**src/inc/ipr_pkg.sv**
```systemverilog
package ipr_pkg;

  // ==========================================================================
  // Bus geometry
  localparam int ADDR_W = 20;
  localparam int DATA_W = 8;

  // ==========================================================================
  // Register map
  localparam logic [ADDR_W-1:0] PULLUP_LOW_ADDR = 20'h003F0;
  localparam logic [ADDR_W-1:0] SERIAL_ROUTE_ADDR = 20'h4009D;
  localparam logic [ADDR_W-1:0] LIN_ROUTE_ADDR = 20'h4009E;

  localparam logic [DATA_W-1:0] PULLUP_LOW_RESET = 8'h00;
  localparam logic [DATA_W-1:0] SERIAL_ROUTE_RESET = 8'h00;
  localparam logic [DATA_W-1:0] LIN_ROUTE_RESET = 8'h00;
  localparam logic [DATA_W-1:0] READ_IDLE = 8'h00;

  // ==========================================================================
  // Field positions
  localparam int SERIAL_SEL_BIT = 0;
  localparam int SERIAL_RSV_BIT = 4;
  localparam int LIN_SEL_LO = 0;
  localparam int LIN_SEL_HI = 1;
  localparam int LIN_RSV_LO = 2;
  localparam int LIN_RSV_HI = 3;
  localparam logic [DATA_W-1:0] SERIAL_IMPL_MASK = 8'h11;
  localparam logic [DATA_W-1:0] LIN_IMPL_MASK = 8'h0F;

  // ==========================================================================
  // Pull-up grouping
  localparam int PINS_PER_GROUP = 4;
  localparam int GROUP_CNT = 8;
  localparam int PORT_PIN_CNT = 32;

  // ==========================================================================
  // Types
  typedef enum logic [1:0] {
    IPR_LIN_P3_1 = 2'b00,
    IPR_LIN_P4_5 = 2'b01,
    IPR_LIN_P7_5 = 2'b10,
    IPR_LIN_FORBID = 2'b11
  } ipr_lin_sel_e;

  typedef struct packed {
    logic [ADDR_W-1:0] addr;
    logic [DATA_W-1:0] wdata;
    logic wr;
    logic rd;
  } ipr_bus_req_s;

  typedef struct packed {
    logic serialSel;
    logic serialRsv;
    ipr_lin_sel_e linSel;
    logic [1:0] linRsv;
    logic [GROUP_CNT-1:0] pullupCtl;
  } ipr_cfg_s;

endpackage

```
**src/logic/ipr_pullup_groups.sv**
```systemverilog
`timescale 1ns/1ps
module ipr_pullup_groups
  import ipr_pkg::*;
(
  input wire logic clock,
  input wire logic rst,
  input wire logic ce,
  input wire logic [GROUP_CNT-1:0] groupCtl,
  input wire logic [PORT_PIN_CNT-1:0] portDir,
  output logic [PORT_PIN_CNT-1:0] pullupEnable
);

  // ==========================================================================
  // Group expansion
  // One control bit fans out to four adjacent pins; there is no per-pin control.
  logic [PORT_PIN_CNT-1:0] groupSpread;
  logic [PORT_PIN_CNT-1:0] pullupEnable_nxt;
  logic [PORT_PIN_CNT-1:0] pullupEnable_r;

  for (genvar g = 0; g < GROUP_CNT; g++) begin : gGroup
    assign groupSpread[g*PINS_PER_GROUP +: PINS_PER_GROUP] =
      {PINS_PER_GROUP{groupCtl[g]}};
  end

  // An output pin never gets a pull-up, whatever its group bit says.
  assign pullupEnable_nxt = groupSpread & ~portDir;

  always_ff @(posedge clock) begin
    if (rst) begin
      pullupEnable_r <= '0;
    end else if (ce) begin
      pullupEnable_r <= pullupEnable_nxt;
    end
  end

  assign pullupEnable = pullupEnable_r;
endmodule // ipr_pullup_groups

```
**src/logic/ipr_input_route.sv**
```systemverilog
`timescale 1ns/1ps
// Notes on behaviour
// - Serial-bus input comes from port one when select is 0, port four when 1.
// - LIN receive select 00 picks P3 bit1, 01 P4 bit5, 10 P7 bit5.
// - Upper unimplemented routing bits are written zero; reads return zero here.
// - Each pull-up bit governs one group of four adjacent pins.
// - Pull-up bit 0 disables the group's pull-ups, 1 enables them.
// - A pull-up is active only with group bit 1 and direction bit 0.
// - Pull-up bits zero to seven map to halves of ports zero to three.
module ipr_input_route
  import ipr_pkg::*;
(
  input wire logic clock,
  input wire logic rst,
  input wire logic ce,
  input wire logic [ADDR_W-1:0] busAddr,
  input wire logic [DATA_W-1:0] busWdata,
  input wire logic busWr,
  input wire logic busRd,
  output logic [DATA_W-1:0] busRdata,
  input wire logic serialInPort1,
  input wire logic serialInPort4,
  input wire logic linRxPort3Pin1,
  input wire logic linRxPort4Pin5,
  input wire logic linRxPort7Pin5,
  input wire logic [PORT_PIN_CNT-1:0] portDir,
  output logic serialBusInput,
  output logic linReceiveInput,
  output logic [PORT_PIN_CNT-1:0] pullupEnable
);

  // ==========================================================================
  // Selection functions
  // The forbidden LIN pattern parks the input low, so no pin can reach it.
  function automatic logic linPick(input ipr_lin_sel_e sel, input logic p31,
                                   input logic p45, input logic p75);
    logic v;
    v = 1'b0;
    case (sel)
      IPR_LIN_P3_1: v = p31;
      IPR_LIN_P4_5: v = p45;
      IPR_LIN_P7_5: v = p75;
      default: v = 1'b0;
    endcase
    return v;
  endfunction

  function automatic logic serialPick(input logic sel, input logic p1, input logic p4);
    return sel ? p4 : p1;
  endfunction

  // ==========================================================================
  // Bus request and decode
  ipr_bus_req_s busReq;
  assign busReq = '{addr: busAddr, wdata: busWdata, wr: busWr, rd: busRd};

  logic hitPullup;
  logic hitSerial;
  logic hitLin;
  assign hitPullup = busReq.addr == PULLUP_LOW_ADDR;
  assign hitSerial = busReq.addr == SERIAL_ROUTE_ADDR;
  assign hitLin = busReq.addr == LIN_ROUTE_ADDR;

  logic wrPullup;
  logic wrSerial;
  logic wrLin;
  assign wrPullup = ce && busReq.wr && hitPullup;
  assign wrSerial = ce && busReq.wr && hitSerial;
  assign wrLin = ce && busReq.wr && hitLin;

  // ==========================================================================
  // Configuration registers
  ipr_cfg_s cfg_r;
  ipr_cfg_s cfg_nxt;

  // Reserved bits are stored as written; software is expected to keep them zero.
  always_comb begin
    cfg_nxt = cfg_r;
    if (wrSerial) begin
      cfg_nxt.serialSel = busReq.wdata[SERIAL_SEL_BIT];
      cfg_nxt.serialRsv = busReq.wdata[SERIAL_RSV_BIT];
    end
    if (wrLin) begin
      cfg_nxt.linSel = ipr_lin_sel_e'(busReq.wdata[LIN_SEL_HI:LIN_SEL_LO]);
      cfg_nxt.linRsv = busReq.wdata[LIN_RSV_HI:LIN_RSV_LO];
    end
    if (wrPullup) begin
      cfg_nxt.pullupCtl = busReq.wdata;
    end
  end

  always_ff @(posedge clock) begin
    if (rst) begin
      cfg_r.serialSel <= SERIAL_ROUTE_RESET[SERIAL_SEL_BIT];
      cfg_r.serialRsv <= SERIAL_ROUTE_RESET[SERIAL_RSV_BIT];
      cfg_r.linSel <= ipr_lin_sel_e'(LIN_ROUTE_RESET[LIN_SEL_HI:LIN_SEL_LO]);
      cfg_r.linRsv <= LIN_ROUTE_RESET[LIN_RSV_HI:LIN_RSV_LO];
      cfg_r.pullupCtl <= PULLUP_LOW_RESET;
    end else begin
      cfg_r <= cfg_nxt;
    end
  end

  // ==========================================================================
  // Read path
  // Unimplemented bits read as zero, which is one of the values allowed.
  logic [DATA_W-1:0] serialReadVal;
  logic [DATA_W-1:0] linReadVal;
  logic [DATA_W-1:0] readSel;
  logic [DATA_W-1:0] busRdata_r;
  logic [DATA_W-1:0] busRdata_nxt;

  assign serialReadVal = SERIAL_IMPL_MASK &
    ((DATA_W'(cfg_r.serialSel) << SERIAL_SEL_BIT) |
     (DATA_W'(cfg_r.serialRsv) << SERIAL_RSV_BIT));
  assign linReadVal = LIN_IMPL_MASK &
    ((DATA_W'(cfg_r.linSel) << LIN_SEL_LO) |
     (DATA_W'(cfg_r.linRsv) << LIN_RSV_LO));

  always_comb begin
    if (hitPullup) begin
      readSel = cfg_r.pullupCtl;
    end else if (hitSerial) begin
      readSel = serialReadVal;
    end else if (hitLin) begin
      readSel = linReadVal;
    end else begin
      readSel = READ_IDLE;
    end
  end

  // Data is shown only in the cycle after the strobe; otherwise the bus is idle.
  assign busRdata_nxt = busReq.rd ? readSel : READ_IDLE;

  always_ff @(posedge clock) begin
    if (rst) begin
      busRdata_r <= READ_IDLE;
    end else if (ce) begin
      busRdata_r <= busRdata_nxt;
    end
  end

  assign busRdata = busRdata_r;

  // ==========================================================================
  // Input routing
  // The routed inputs are retimed once; this costs a cycle but keeps the
  // peripheral free of the mux glitch when software flips the selector.
  logic serialBusInput_r;
  logic serialBusInput_nxt;
  logic linReceiveInput_r;
  logic linReceiveInput_nxt;

  assign serialBusInput_nxt = serialPick(cfg_r.serialSel, serialInPort1,
                                         serialInPort4);
  assign linReceiveInput_nxt = linPick(cfg_r.linSel, linRxPort3Pin1, linRxPort4Pin5,
                                       linRxPort7Pin5);

  always_ff @(posedge clock) begin
    if (rst) begin
      serialBusInput_r <= 1'b0;
      linReceiveInput_r <= 1'b0;
    end else if (ce) begin
      serialBusInput_r <= serialBusInput_nxt;
      linReceiveInput_r <= linReceiveInput_nxt;
    end
  end

  assign serialBusInput = serialBusInput_r;
  assign linReceiveInput = linReceiveInput_r;

  // ==========================================================================
  // Pull-up groups
  ipr_pullup_groups uPullup (
    .clock(clock),
    .rst(rst),
    .ce(ce),
    .groupCtl(cfg_r.pullupCtl),
    .portDir(portDir),
    .pullupEnable(pullupEnable)
  );
endmodule // ipr_input_route

```
**config.mk**
```make
export PLATFORM = sky130hd
export DESIGN_NAME = ipr_input_route
export DESIGN_NICKNAME = d
export VERILOG_FILES = /design/src/inc/ipr_pkg.sv /design/src/logic/ipr_pullup_groups.sv /design/src/logic/ipr_input_route.sv
export SDC_FILE = /design/constraint.sdc
export NUM_CORES = 1
export LEC_CHECK = 0
export BUFFER_PORTS_ARGS = -buffer_cell sky130_fd_sc_hd__buf_2
export CAP_MARGIN = 10
export CELL_PAD_IN_SITES_DETAIL_PLACEMENT = 0
export CELL_PAD_IN_SITES_GLOBAL_PLACEMENT = 1
export CORE_ASPECT_RATIO = 2
export CORE_MARGIN = 4
export CORE_UTILIZATION = 33
export CTS_BUF_LIST = sky130_fd_sc_hd__clkbuf_8
export CTS_CLUSTER_DIAMETER = 30
export CTS_CLUSTER_SIZE = 40
export DETAILED_ROUTE_END_ITERATION = 10
export GPL_ROUTABILITY_DRIVEN = 0
export GPL_TIMING_DRIVEN = 0
export PLACE_DENSITY_LB_ADDON = 0.1
export SYNTH_ARGS = -nofsm -noshare
export SYNTH_HDL_FRONTEND = slang
export SYNTH_SLANG_ARGS = --single-unit
export TNS_END_PERCENT = 5
```
**constraint.sdc**
```tcl
create_clock -name clock -period 1.54 [get_ports clock]
set_input_delay 0.077 -clock clock [delete_from_list [all_inputs] [get_ports clock]]
set_output_delay 0.077 -clock clock [all_outputs]
set_load 0.02 [all_outputs]
```
* Word level (Yosys, flattened, before mapping)
Cells that the tools add are included.
Widths: inputs -> output; s select.
** Cells by class
- Bitwise logic cells :: 4
- Muxes and demuxes :: 6
- Reductions and logical operators :: 5
- Eq/ne operators :: 5
** Operator list (count)
- $eq 20x19->1 const B :: 2
- $and 32x32->32 :: 1
- $not 32->32 :: 1
- $eq 20x10->1 const B :: 1
- $mux 8 :: 2
- $mux 5 :: 1
- $or 1x5->5 :: 1
- $logic_and 1x1->1 :: 4
- $mux 4 :: 1
- $or 2x4->4 :: 1
- $pmux 1 s3 :: 1
- $eq 2x1->1 const B :: 1
- $eq 2x2->1 const B :: 1
- $logic_not 2->1 :: 1
- $mux 1 :: 1
** Storage, ports and cells
- Register bits after elaboration :: 56
- Bits of input ports :: 70

* Depth between registers and ports, before layout
- Depth after elaboration :: 5
- Gate-level depth with buffers :: 5
- Gate-level depth less buffers :: 4

* By module
From an unflattened synthesis, not the netlist that was laid out.
** Unflattened totals
- Cells, all modules :: 283
- Area, all modules :: 2583.7 µm²
** By module, submodules not included
- ipr_pullup_groups :: sequential area each 640.6 µm², instances 1, area each 1331.3 µm², cells an instance 138
- ipr_input_route :: sequential area each 480.5 µm², instances 1, area each 1252.5 µm², cells an instance 145

* Worst setup path before layout
No wires, ideal clock.
- Path kind :: input-to-reg
- From :: input busAddr[17]
- To :: register busRdata_r[1], in the netlist busRdata[1]
- Data arrival time :: 1.219 ns
- Stages :: 4
- Path slack :: 0.261 ns
- Data required time :: 1.480 ns
- Library setup time :: 0.060 ns
- Buffers on the path :: 0
- Cells stage by stage :: nor3_2 > or3b_2 > and3b_1 > a221o_1
** Between the ends
- Word-level cells in the longest chain between the ends :: 5
** RTL lines
- start, declared :: RTL line ipr_input_route.sv:16 : input wire logic [ADDR_W-1:0] busAddr,
- $eq 20x19->1 :: RTL line ipr_input_route.sv:62 : assign hitLin = busReq.addr == LIN_ROUTE_ADDR;
- $mux 4 :: RTL line ipr_input_route.sv:125 : end else if (hitLin) begin
- $mux 5 :: RTL line ipr_input_route.sv:123 : end else if (hitSerial) begin
- $mux 8 * :: RTL line ipr_input_route.sv:121 : if (hitPullup) begin
- $mux 8 * :: RTL line ipr_input_route.sv:133 : assign busRdata_nxt = busReq.rd ? readSel : READ_IDLE;
- end signal, assigned :: RTL line ipr_input_route.sv:139 : busRdata_r <= busRdata_nxt;
- end, declared :: RTL line ipr_input_route.sv:110 : logic [DATA_W-1:0] busRdata_r;
Mark *: on every way between the ends. The rest lies on a longest branch, timed or not.
A chain may end at the register's enable or synchronous reset.

* Worst setup path after layout
- From :: input busAddr[17]
- To :: register busRdata_r[3], in the netlist busRdata[3]
The elaborated chain is that of the path after synthesis.

==> metrics.md <==
| Metric | Value |
|---|---|
| Status | `finished, final reports clean` |
| Clock Pin Slew Worst Setup and Hold Paths | `0.09 ns` |
| Dpl hpwl | `between 5000 and 6000 µm` |
| DRC viols | `0` |
| Overall Global Routing Usage | `0.167` |
| Post-layout power | `between 0.002 and 0.003 W` |
| Largest cells by area after synthesis | `dfxtp_1 (50%), nor2_1 (11%), a21oi_1 (9.7%)` |
| Cells after Synth | `269` |
| Synthesized net count | `between 300 and 400` |
| GRT overflow | `0` |
| Crit path max-delay cell type | `or3b_2` |
| Post-synth ARST share | `0` |
| Layout cells sized above 1 | `0.325` |
| CTS buffer count | `5` |
| Post-synth top cells | `nor2_1 (67), dfxtp_1 (56), a21oi_1 (44)` |
| Initial DRC Count | `132` |
| Clock root buffer | `clkbuf_8` |
| Synth Register Bits | `56` |
| TritonCTS Sinks | `56` |
| CP required | `1.80 ns` |
| Antenna cells | `0` |
| Unique cell type count in the Yosys netlist | `36` |
| Core area | `around 6600 µm²` |
| Largest net degree at the start of global routing | `17` |
| Setup TNS | `0 ns` |
| GR peak layer | `met2` |
| Met3 global-route usage | `0.0377` |
| Port buffer count | `110` |
| Global routing met2 resource utilization | `0.313` |
| Initial Util | `0.341` |
| RSZ-0062 raised after global routing | `false` |
| Rows | `42` |
| Top cell type by total area after synthesis | `dfxtp_1` |
| CTS HTree Levels | `2` |
| Avg Inst Size Synth | `roughly 8.4 µm²` |
| Post-CTS Resized | `0` |
| Peak VDD IR | `between 0.4 and 0.5 mV` |
| Critical path peak fanout | `6` |
| Longest Clk Path Bufs | `2` |
| Worst skew pair latency | `between 0.3 and 0.4 ns` |
| Drt wl/cell | `14.3 µm` |
| YS warnings | `0` |
| Detail Route Antenna Nets | `0` |
| DRT Pass-1 Iters | `4` |
| PwrDens | `848 nW/µm²` |
| Routed WL | `6790 µm` |
| Filler Cells Inserted | `750` |
| Pin slew with the least headroom to its limit | `between 0.5 and 0.6 ns` |
| Post-synth EDFFs | `0` |
| Global-route wire length before repair | `roughly 11000 µm` |
| CP Launch Type | `input port` |
| Cell Area, Synth | `2260 µm²` |
| I/O Pins | `112` |
| Share of the synthesized area in the top cell type | `0.496` |
| Vias per inst | `between 4 and 5` |
| Synth Flop Type | `dfxtp_1` |
| Die H | `approximately 130 µm` |
| Tmin final | `roughly 1.3 ns` |
| Final setup vio count | `0` |
| Largest stage delay on the critical path | `0.54 ns` |
| Via count | `between 2000 and 2500` |
| Nets | `457` |
| Slew Limit Fails | `0` |
| Die Wd | `around 67 µm` |
| Slew headroom | `0.624` |
| Max Fclk | `0.774 GHz` |
| Leakage | `1.40 nW` |
| Max Cap Viol | `0` |
| CP cell instances | `buf_2 -> nor3_2 -> or3b_2 -> and3b_1 -> a221o_1` |
| Die Area | `between 8000 and 9000 µm²` |
| Setup Skew | `about 0.0053 ns` |
| Initial antenna violation count | `0` |
| Number of global-route vias before repair | `2220` |
| Crit Path Category | `input port to flip-flop` |
| Final Cycle Share | `0.839` |
| CTS tree | `built` |
| Worst Path Arrival | `1.55 ns` |
| Fin. Hold Viols | `0` |
| Met1 GRT Util | `0.164` |
| Seq/Total Area, Yosys | `0.496` |
| Worst hold-check path type | `input port to flip-flop` |
| P&R area growth vs syn | `34.3%` |
| Endpoint class of the critical path | `flip-flop` |
| Most frequent cell after synthesis | `nor2_1` |
layout by cell type, fill, tap and decap left out, types with 2 or more instances in the layout:
| cell | n |
|---|---|
| a221o_1 | 3 |
| a21o_1 | 2 |
| and2_1 | 7 |
| nor2_1 | 67 |
| nand4_1 | 14 |
| o21ai_0 | 13 |
| dfxtp_1 | 56 |
| buf_2 | 110 |
| o31ai_1 | 2 |
| nand3_1 | 3 |
| inv_1 | 2 |
| mux2i_1 | 4 |
| nor2b_1 | 3 |
| clkbuf_8 | 5 |
| a21oi_1 | 44 |
| clkbuf_1 | 12 |
| nand2_1 | 12 |
| a22o_1 | 3 |
| nand2b_1 | 4 |
worst paths after layout:
kind	start	endpoint	slack (ns)	cells past startpoint
worst min register to register	cfg_r[9]$_SDFFE_PP0P_	cfg_r[9]$_SDFFE_PP0P_	0.48	2
worst min-delay path	busWdata[7]	cfg_r[7]$_SDFFE_PP0P_	0.03	3
worst max register to register	cfg_r[10]$_SDFFE_PP0P_	linReceiveInput$_SDFFE_PP0P_	0.49	4
worst max-delay path	busAddr[17]	busRdata[3]$_SDFFE_PP0P_	0.25	5
routing by layer:
| metal | part of all wire | vias to the layer above |
|---|---|---|
| met5 | 0 | - |
| met4 | 0.026 | 0 |
| met3 | 0.070 | 13 |
| met2 | 0.55 | 86 |
| met1 | 0.36 | 1018 |
| li1 | - | 1175 |
registers in the layout (all words and copies together), names as in the netlist:
signal                flops
busRdata                  8
cfg_r                    14
linReceiveInput           1
serialBusInput            1
uPullup.pullupEnable     32
worst max-delay path: cells and delay by family:
kind            cells  cell delay [ns]
simple gates        3             1.20
compound gates      1             0.16
buf+inv             1             0.10
logic make-up (layout without fill, tap and decap cells):
| logic type | after synthesis | in the layout | synth area share |
|---|---|---|---|
| buffers and inverters | 14 | 133 | 0.0266 |
| AND/OR/NAND/NOR | 125 | 125 | 0.286 |
| flip-flops | 56 | 56 | 0.496 |
| multiplexers | 4 | 4 | 0.0177 |
| AO/OA/AOI/OAI | 70 | 70 | 0.174 |
where the power goes:
part | switching, W | internal [W] | total (W) | leakage (nW)
registers | 0.00000159 | 0.00145 | 0.00145 | 0.451
logic | 0.000106 | 0.0000865 | 0.000193 | 0.888
clock network | 0.000453 | 0.000477 | 0.000929 | 0.0593
total | 0.000561 | 0.00201 | 0.00257 | 1.40
layout make-up:
| cell class | count | area [µm²] | share of cell area |
|---|---|---|---|
| buffer | 13 | 56.3 | 0.0185 |
| multi-input combinational | 199 | 1080 | 0.356 |
| inverter | 1 | 3.75 | 0.00124 |
| clock buffer | 5 | 68.8 | 0.0227 |
| tap | 88 | 110 | 0.0363 |
| timing repair buffer | 111 | 558 | 0.184 |
| sequential | 56 | 1120 | 0.369 |
| clock inverter | 3 | 38.8 | 0.0128 |
repair_timing:
action	in CTS	in global routing
buffers inserted	0	1
hold endpoints to repair	0	0
hold buffers	0	0
setup endpoints to repair	0	8
per-stage QoR:
step | setup slack, ns | area [µm²] | hold WS [ns] | std cells | utilization
final | 0.248 | 3040 | 0.0326 | 476 | 0.459
after CTS | 0.0516 | 3030 | 0.0179 | 475 | 0.457
after floorplan | 0.261 | 2260 | 0.229 | 269 | -
after global placement | -0.258 | 2920 | 0.358 | 467 | 0.441
after detailed placement | -0.273 | 2920 | 0.353 | 467 | 0.441
after global routing | 0.156 | 3040 | 0.0244 | 476 | 0.459
Power figures use the tool's default switching activity.
